**config.mk**
```make
export PLATFORM = sky130hd
export DESIGN_NAME = gpev_top
export DESIGN_NICKNAME = d
export VERILOG_FILES = /design/src/logic/gpev_pkg.sv /design/src/logic/gpev_top.sv
export SDC_FILE = /design/constraint.sdc
export NUM_CORES = 1
export LEC_CHECK = 0
export ABC_AREA = 1
export ABC_CLOCK_PERIOD_IN_PS = 4500
export BUFFER_PORTS_ARGS = -buffer_cell sky130_fd_sc_hd__buf_2
export CORE_MARGIN = 2
export CORE_UTILIZATION = 50
export CTS_CLUSTER_DIAMETER = 80
export DETAILED_ROUTE_END_ITERATION = 10
export GPL_TIMING_DRIVEN = 0
export PLACE_DENSITY = 0.82
export SLEW_MARGIN = 20
export SYNTH_ARGS = -nofsm -noshare
export SYNTH_HDL_FRONTEND = slang
export SYNTH_SLANG_ARGS = --single-unit
export TNS_END_PERCENT = 10
```
**constraint.sdc**
```tcl
create_clock -name MCLK -period 4.5 [get_ports MCLK]
set_clock_uncertainty 0.2 [all_clocks]
set_input_delay 0.225 -clock MCLK [delete_from_list [all_inputs] [get_ports MCLK]]
set_output_delay 0.225 -clock MCLK [all_outputs]
set_load 0.01 [all_outputs]
```
**src/logic/gpev_pkg.sv**
```systemverilog
/*
 * gpev_pkg: register offsets, field positions and reset values of the
 * general-purpose pin and event-output block.
 * Assumes one 8-bit register port and a single 25 MHz clock.
 */
package gpev_pkg;

    // ==========================================================
    // register offsets
    localparam logic [7:0] OFS_PIN_CFG_LOW   = 8'h09;
    localparam logic [7:0] OFS_PIN_CFG_HIGH  = 8'h0A;
    localparam logic [7:0] OFS_PIN_ALERT_MSK = 8'h36;
    localparam logic [7:0] OFS_EVT_OUT1_MSK  = 8'h37;
    localparam logic [7:0] OFS_EVT_OUT2_MSK  = 8'h38;
    localparam logic [7:0] OFS_EVT_OUT_CTRL  = 8'h39;
    localparam logic [7:0] OFS_PIN_STATE     = 8'hBF;

    // ==========================================================
    // field layout of a config group: direction low nibble, polarity high
    localparam int CFG_DIR_LSB = 0;
    localparam int CFG_POL_LSB = 4;

    // event mask fields
    localparam int EMSK_VOLT_BIT  = 7;
    localparam int EMSK_THERMAL_LIMIT_EVENT_BIT = 6;
    localparam int EMSK_FAN_BIT   = 5;
    localparam int EMSK_PIN_LSB   = 0;

    // event output control fields
    localparam int CTL_EVT_EN_BIT  = 0;
    localparam int CTL_LATCH1_BIT  = 1;
    localparam int CTL_LATCH2_BIT  = 2;
    localparam int CTL_CLEAR1_BIT  = 3;
    localparam int CTL_CLEAR2_BIT  = 4;
    localparam logic [7:0] CTL_WR_MASK = 8'h07;

    // pins acting as event outputs
    localparam int EVT_PIN1 = 4;
    localparam int EVT_PIN2 = 5;

    // ==========================================================
    // reset values
    localparam logic [7:0] RST_CFG      = 8'h00;
    localparam logic [7:0] RST_MASK     = 8'h00;
    localparam logic [7:0] RST_EVT_MASK = 8'hFF;
    localparam logic [7:0] RST_CTRL     = 8'h00;
    localparam logic [7:0] RST_ZERO     = 8'h00;
    // pins idle high on their pull-ups
    localparam logic [7:0] RST_PIN_IDLE = 8'hFF;

endpackage : gpev_pkg

```
**src/logic/gpev_top.sv**
```systemverilog
/*
 * gpev_top: eight open-drain general-purpose pins with direction,
 * polarity, status and alert mask, plus two latched event outputs.
 * Assumes pins arrive asynchronously; internal event inputs and the
 * register port are on MCLK.
 */
`timescale 1ns/100ps

// How it works
// RULE1: eight open-drain pins; pins seven, eight plain
// RULE2: pins five, six event outputs; one-four sources
// RULE3: each pin: three config, status, mask bits; code keeps two config bits per pin (direction, polarity)
// RULE4: direction one is output, zero input
// RULE5: polarity one active high, zero low
// RULE6: input status read-only, shows asserted level
// RULE7: output status writable, asserts pin
// RULE8: mask bit keeps status off alert
// RULE9: output pins masked from alert automatically
// RULE10: two event masks, one per output
// RULE11: event output level follows pin polarity
// RULE12: mask bits 7-5 gate voltage, thermal, fan
// RULE13: mask bits 0-3 gate pins one-four, ORed
// RULE14: source pins set or reset outputs autonomously
// RULE15: latched output holds until cleared or reset
// RULE16: pin inputs synchronised before use
module gpev_top
    import gpev_pkg::*;
(
    // clock and reset
    input  wire logic       MCLK,
    input  wire logic       RST,
    // register port
    input  wire logic [7:0] REG_ADDR,
    input  wire logic       REG_WR,
    input  wire logic [7:0] REG_WDATA,
    input  wire logic       REG_RD,
    output logic      [7:0] REG_RDATA,
    // internal events
    input  wire logic       VOLT_EVT,
    input  wire logic       THERMAL_LIMIT_EVENT_EVT,
    input  wire logic       FAN_EVT,
    // open-drain pins
    input  wire logic [7:0] GP_IN,
    output logic      [7:0] GP_OUT,
    output logic      [7:0] GP_OE,
    // alert
    output logic            ALERT_ACT
);

    // ==========================================================
    // state
    typedef struct packed {
        logic [7:0] cfg_lo;
        logic [7:0] cfg_hi;
        logic [7:0] alert_mask;
        logic [7:0] evt1_mask;
        logic [7:0] evt2_mask;
        logic [7:0] ctrl;
        logic [7:0] out_val;
        logic [7:0] sync1;
        logic [7:0] sync2;
        logic [7:0] sync3;
        logic [7:0] pin_lvl;
        logic [1:0] latched;
        logic [7:0] drive;
        logic       alert;
        logic [7:0] rdata;
    } gpev_state_t;

    localparam gpev_state_t ST_RESET = '{
        cfg_lo:     RST_CFG,
        cfg_hi:     RST_CFG,
        alert_mask: RST_MASK,
        evt1_mask:  RST_EVT_MASK,
        evt2_mask:  RST_EVT_MASK,
        ctrl:       RST_CTRL,
        out_val:    RST_ZERO,
        // synchroniser starts at the idle pin level, so no false alert
        sync1:      RST_PIN_IDLE,
        sync2:      RST_PIN_IDLE,
        sync3:      RST_PIN_IDLE,
        pin_lvl:    RST_PIN_IDLE,
        latched:    2'h0,
        drive:      RST_ZERO,
        alert:      1'b0,
        rdata:      RST_ZERO
    };

    gpev_state_t state_r;
    gpev_state_t state_nxt;

    // ==========================================================
    // event source decode, shared by both outputs
    function automatic logic evt_source(
        input logic [7:0] emask,
        input logic [3:0] src_pins,
        input logic       volt,
        input logic       thermal_limit_event,
        input logic       fan
    );
        logic hit;
        hit = |(src_pins & ~emask[EMSK_PIN_LSB +: 4]);
        hit = hit | (volt & ~emask[EMSK_VOLT_BIT]);
        hit = hit | (thermal_limit_event & ~emask[EMSK_THERMAL_LIMIT_EVENT_BIT]);
        hit = hit | (fan & ~emask[EMSK_FAN_BIT]);
        return hit;
    endfunction : evt_source

    // ==========================================================
    // decoded views of the registers
    logic [7:0] dir;
    logic [7:0] pol;
    logic [7:0] dir_eff;
    logic [7:0] in_asserted;
    logic [7:0] status;
    logic [1:0] evt_src;
    logic [1:0] evt_lvl;
    logic [1:0] latch_en;
    logic [1:0] latch_clr;
    logic       evt_en;
    logic       wr_ctrl;

    // RULE3: per-pin direction and polarity split over two groups
    assign dir = {state_r.cfg_hi[CFG_DIR_LSB +: 4], state_r.cfg_lo[CFG_DIR_LSB +: 4]};
    assign pol = {state_r.cfg_hi[CFG_POL_LSB +: 4], state_r.cfg_lo[CFG_POL_LSB +: 4]};

    assign evt_en   = state_r.ctrl[CTL_EVT_EN_BIT];
    assign latch_en = {state_r.ctrl[CTL_LATCH2_BIT], state_r.ctrl[CTL_LATCH1_BIT]};
    assign wr_ctrl  = REG_WR && (REG_ADDR == OFS_EVT_OUT_CTRL);
    assign latch_clr = wr_ctrl ? {REG_WDATA[CTL_CLEAR2_BIT], REG_WDATA[CTL_CLEAR1_BIT]} : 2'h0;

    // RULE5: asserted means the pin sits at its polarity level
    assign in_asserted = ~(state_r.pin_lvl ^ pol);

    // RULE12: internal events gated by bits 7-5
    // RULE13: unmasked source pins ORed together
    assign evt_src[0] = evt_source(state_r.evt1_mask, status[3:0], VOLT_EVT, THERMAL_LIMIT_EVENT_EVT, FAN_EVT);
    assign evt_src[1] = evt_source(state_r.evt2_mask, status[3:0], VOLT_EVT, THERMAL_LIMIT_EVENT_EVT, FAN_EVT);

    // RULE15: latched level holds once set
    assign evt_lvl = (state_r.latched & latch_en) | evt_src;

    genvar gi;
    generate
        for (gi = 0; gi < 8; gi++)
        begin : g_pin
            if (gi == EVT_PIN1 || gi == EVT_PIN2)
            begin : g_evt
                // RULE2: pins five and six become event outputs when enabled
                assign dir_eff[gi] = dir[gi] | evt_en;
                assign status[gi]  = evt_en ? evt_lvl[gi - EVT_PIN1] :
                                     (dir[gi] ? state_r.out_val[gi] : in_asserted[gi]);
            end
            else
            begin : g_plain
                // RULE1: remaining pins are plain logic inputs or outputs
                assign dir_eff[gi] = dir[gi];
                // RULE6: input status follows synchronised pin
                // RULE7: output status is the written value
                assign status[gi]  = dir[gi] ? state_r.out_val[gi] : in_asserted[gi];
            end
        end
    endgenerate

    // ==========================================================
    // next state
    always_comb
    begin
        state_nxt = state_r;

        // RULE16: three-stage synchroniser, change taken when stages agree
        state_nxt.sync1 = GP_IN;
        state_nxt.sync2 = state_r.sync1;
        state_nxt.sync3 = state_r.sync2;
        for (int i = 0; i < 8; i++)
        begin
            if (state_r.sync2[i] == state_r.sync3[i])
            begin
                state_nxt.pin_lvl[i] = state_r.sync3[i];
            end
        end

        if (REG_WR)
        begin
            case (REG_ADDR)
                OFS_PIN_CFG_LOW:   state_nxt.cfg_lo     = REG_WDATA;
                OFS_PIN_CFG_HIGH:  state_nxt.cfg_hi     = REG_WDATA;
                OFS_PIN_ALERT_MSK: state_nxt.alert_mask = REG_WDATA;
                // RULE10: one event mask per output
                OFS_EVT_OUT1_MSK:  state_nxt.evt1_mask  = REG_WDATA;
                OFS_EVT_OUT2_MSK:  state_nxt.evt2_mask  = REG_WDATA;
                OFS_EVT_OUT_CTRL:  state_nxt.ctrl       = REG_WDATA & CTL_WR_MASK;
                // RULE7: only output pins take the written value
                OFS_PIN_STATE:     state_nxt.out_val    = (REG_WDATA & dir) | (state_r.out_val & ~dir);
                default:           state_nxt.out_val    = state_r.out_val;
            endcase
        end

        // RULE15: clear by register write; a new event wins over the clear
        // RULE14: source pins set the output with no software help
        state_nxt.latched = (state_r.latched & ~latch_clr) | (evt_src & latch_en);

        // RULE4: only output pins are ever driven
        // RULE11: event outputs drive through their pin polarity
        // pin level = polarity when asserted; low level means pull down
        state_nxt.drive = dir_eff & ~(~(status ^ pol));

        // RULE8: mask bit removes a pin from alert
        // RULE9: output pins never reach alert
        state_nxt.alert = |(status & ~state_r.alert_mask & ~dir_eff);

        state_nxt.rdata = RST_ZERO;
        if (REG_RD)
        begin
            case (REG_ADDR)
                OFS_PIN_CFG_LOW:   state_nxt.rdata = state_r.cfg_lo;
                OFS_PIN_CFG_HIGH:  state_nxt.rdata = state_r.cfg_hi;
                OFS_PIN_ALERT_MSK: state_nxt.rdata = state_r.alert_mask;
                OFS_EVT_OUT1_MSK:  state_nxt.rdata = state_r.evt1_mask;
                OFS_EVT_OUT2_MSK:  state_nxt.rdata = state_r.evt2_mask;
                OFS_EVT_OUT_CTRL:  state_nxt.rdata = state_r.ctrl;
                // RULE6: reads show live pin state
                OFS_PIN_STATE:     state_nxt.rdata = status;
                default:           state_nxt.rdata = RST_ZERO;
            endcase
        end
    end

    always_ff @(posedge MCLK or posedge RST)
    begin
        if (RST)
        begin
            state_r <= ST_RESET;
        end
        else
        begin
            state_r <= state_nxt;
        end
    end

    // ==========================================================
    // outputs
    assign GP_OUT    = RST_ZERO;
    assign GP_OE     = state_r.drive;
    assign ALERT_ACT = state_r.alert;
    assign REG_RDATA = state_r.rdata;
endmodule : gpev_top

```
Word-level counts from Yosys, hierarchy flattened
Cells that the tools add are included.
{"block": "classes", "n_eq_ne": 15, "n_reduce_logical": 11, "n_mux": 13, "bitwise_logic": 44}
{"cell": "one-hot mux 8 bit (7 select lines)", "n": 1}
{"cell": "inverter 8 bit", "n": 6}
{"cell": "AND 8 bit", "n": 5}
{"cell": "== test 8 x 6 -> 1 bit, second input constant", "n": 4}
{"cell": "== test 8 x 4 -> 1 bit, second input constant", "n": 2}
{"cell": "bitwise XOR 8 bit", "n": 2}
{"cell": "AND reduction 2 bit", "n": 7}
{"cell": "2-to-1 mux 1 bit", "n": 10}
{"cell": "AND 4 bit", "n": 2}
{"cell": "== test 1 bit", "n": 8}
{"cell": "== test 8 bit, second input constant", "n": 1}
{"cell": "2-to-1 mux 8 bit", "n": 1}
{"cell": "inverter 4 bit", "n": 2}
{"cell": "bitwise OR 1 bit", "n": 8}
{"cell": "bitwise OR 8 bit", "n": 1}
{"cell": "OR reduction 4 bit", "n": 2}
{"cell": "OR reduction 8 bit", "n": 1}
{"cell": "AND 1 bit", "n": 6}
{"cell": "AND 2 bit", "n": 3}
{"cell": "inverter 1 bit", "n": 6}
{"cell": "bitwise OR 2 bit", "n": 2}
{"cell": "2-to-1 mux 2 bit", "n": 1}
{"cell": "inverter 2 bit", "n": 1}
{"cell": "logical AND 1 bit", "n": 1}
{"block": "totals", "out_inout_bits": 25, "regBits": 102, "word_cells": 105, "inputBits": 31}

Logic depth before layout (Yosys ltp)
{"block": "logic_depth", "depth_word": 14, "ltp_mapped": 11, "mapped_depth_nobuf": 11}

Worst setup path before layout
OpenSTA, ideal clock, no wires.
{"block": "synth_path", "path_kind": "register -> register", "from": "reg state_r[22] (netlist name)", "to": "reg state_r, in the netlist GP_OE[4]", "setup_time_ns": 0.119, "required_ns": 4.181, "arrival_ns": 1.244, "setup_slack_ns": 2.937, "stages_incl_launch_ff": 8, "path_cell_list": "dfstp_2 inv_1 nor2_1 o21ai_1 a21oi_1 nand3_1 a21oi_1 nor2_1"}
{"item": "from (decl)", "line": "gpev_top.sv:89", "source": "gpev_state_t state_r;"}
{"item": "from (signal assigned)", "line": "gpev_top.sv:237", "source": "state_r <= state_nxt;"}

==> reports/metrics.yaml <==
crit_path_start_kind: "register"
synth_compound_area_share_pct: 12.71
wirelength_um: 10730
worstHoldPathType: "primary input to register"
muxShareOfSynthArea_pct: 0
drt_iter0_drc: 301
final_min_period_over_clock_period_pct: 44.10
drive_gt1_share_pct: 30.60
antenna_found_initial: 0
critPathMaxStageDelay_ns: 0.54
clk_latency_ns: 0.37
vias: 3718
viasPerCell: 5.342
synthToLayoutAreaGrowth_pct: 16.32
cpLargestDelayFamily: "compound AO/OA/AOI/OAI gates"
start_util_pct: 51.02
leakagePower_nw: 2.535
maxSlewHeadroom_pct: 63.20
fin_tns_setup_ns: 0
routedWlPerCell_um: 15.42
peakVddDrop_uv: 197.9
io_buffer_count: 47
worst_pin_slew_ns: 0.5502
ios: 56
max_cap_viol_count: 0
grt_pass1_vias: 3575
dpl.hpwl_um: 7689
slew_viol_final: 0
setup_viol: 0
rsz0062_at_grt: "no"
detail_route.drc_violations: 0
post_cts_resize_count: 0
overflow: 0
tritoncts: "built"
post_cts_buffers: 0
worstPathRequired_ns: 4.56
ys_seq_area_share_pct: 56.22
ys_seq_elements: 102
antenna_cells: 0
synth_top_family_by_area: "simple AND/OR/NAND/NOR gates"
fin_ws_ns: 2.516
synthCells: 503
fin_nets: 611
cp_max_fo: 4
dieWidth_um: 100.4
max_freq_mhz: 503.9
clockBufferDepth: 2
grt_pass1_wl_um: 17570
hold_violations: 0
path_buf_inv: 1
synthAdderAreaFrac_pct: 1.723
die_h_um: 100.4
cts_htree_levels: 3
power_density_nw_per_um2: 335.7
status: "finished clean"
pre_cts_slack_ns: 2.585
clock-sinks: 102
slowest_stage: "dfstp_2"
postRouteAntennaNets: 0
cts_root_buf: "clkbuf_8"
synth_cell_types: 33
drt_pass1_iterations: 5
fin_util_pct: 59.34
path_cells: "inv_1 -> nor2_1 -> o21ai_1 -> a21oi_1 -> nand3_1 -> a21oi_1 -> nor2_1"
synth-xor-area-share_pct: 0.9424
syn_avg_cell_area_um2: 9.238
gp_congestion: 0.9297
grt_util_all_layers_pct: 22.84
critPathKind: "register to register"
end_kind: "register"
fin_crit_ns: 1.984
ctsHoldBuffers: 11
core_area_um2: 9109
synth_simple_gate_area_share_pct: 18.87
path_clk_slew_ns: 0.10
rows: 35
synthesis.area_um2: 4647
dieArea_um2: 10080
crit_arrival_ns: 2.04
grt_max_degree: 58
cts_buffers: 9
synth_warnings: 0
-- cell type report --
type,instances,area (um^2)
clock buffers,11,131.4
repair buffers,59,372.9
flip-flops and latches,102,2613
fillers,755,3704
multi-input cells,325,1622
well taps,111,138.9
inverters,54,207.7
clock inverters,5,83.83
plain buffers,29,236.5
-- Yosys cell counts, drive strengths merged --
cell type,number,area (um^2)
nor3,5,46.30
conb,1,3.750
a21oi,21,105.1
nand2,142,573.1
buf,29,236.5
o22ai,4,25.02
dfstp,48,1261
nand3,19,100.1
or2,2,12.51
o221ai,2,17.52
maj3,8,80.08
nor2,34,137.6
o211ai,2,15.01
o21ai,69,405.4
nor3b,1,7.510
inv,54,202.7
dfrtp,54,1351
xor2,3,26.28
a31oi,1,6.260
a211oi,1,7.510
xnor2,2,17.52
o32ai,1,8.760
-- worst reg2reg max path, cell delays in order, from the launching register on --
cell	delay, ns
dfstp_2	0.54
inv_1	0.05
nor2_1	0.17
o21ai_1	0.16
a21oi_1	0.29
nand3_1	0.22
a21oi_1	0.17
nor2_1	0.06
-- worst paths after layout --
path / start / endpoint / slack [ns] / depth (start not counted)
worst max register to register: state_r[22] / GP_OE[4] / 2.52 / 7
min in group asynchronous: RST / async pin / 0.21 / 3
max in group asynchronous: RST / state_nxt[40] / 3.21 / 4
worst min register to register: state_nxt[36] / state_nxt[28] / 0.16 / 0
worst max-delay path: state_r[22] / GP_OE[4] / 2.52 / 7
worst min-delay path: REG_WDATA[7] / pol[7] / 0.03 / 3
-- routing by layer --
layer	share of wire (%)	routed length, um	global-route usage [%]
met5	0	0	0
met4	3.6	386	12.01
met3	8.2	881	4.248
met2	45	4793	33.61
met1	43	4667	32.33
-- registers in the layout, indices dropped and copies added, names as in the netlist, named ones only --
signal     cells
evt_en         1
REG_RDATA      8
state_nxt     16
ALERT_ACT      1
latch_en       2
GP_OE          8
pol            8
state_r       42
dir            8
-- cell usage in the layout, fill, tap and decap left out, types with 9 or more instances in the layout --
cell	count
o21ai_1	27
nand3_1	18
clkbuf_8	9
dfrtp_1	54
nor2_1	32
buf_4	24
o21ai_0	26
inv_1	48
dfstp_2	48
a21oi_1	21
buf_2	47
dlygate4sd3_1	11
o21ai_2	16
nand2_1	132
-- power by group --
part           internal, W  switching (W)  leakage (nW)  total (W)
clock             0.000316       0.000311         0.100   0.000627
combinational    0.0000692       0.000105          1.21   0.000174
sequential        0.000980      0.0000330          1.22    0.00101
total              0.00137       0.000449          2.53    0.00181
-- through the flow --
step / area (um^2) / cells / hold WS [ns] / power, W
CTS: 5405 / 696 / 0.02828 / 0.001823
finish: 5405 / 696 / 0.03065 / 0.001814
floorplan: 4673 / 510 / 0.02948 / 0.001132
detailed placement: 5080 / 669 / 0.07475 / 0.001194
global route: 5405 / 696 / 0.03510 / 0.001895
global placement: 5047 / 668 / 0.1292 / 0.001182
-- kinds of logic (layout without fill, tap and decap cells) --
kind of cell	after synthesis	count (layout)
AOI/OAI and AO/OA	101	101
xor gates and xnor gates	5	5
adders and majority gates	8	8
buffers and inverters	83	158
DFF	102	102
other	1	8
and+or+nand+nor	203	203
Power figures use the tool's default switching activity.
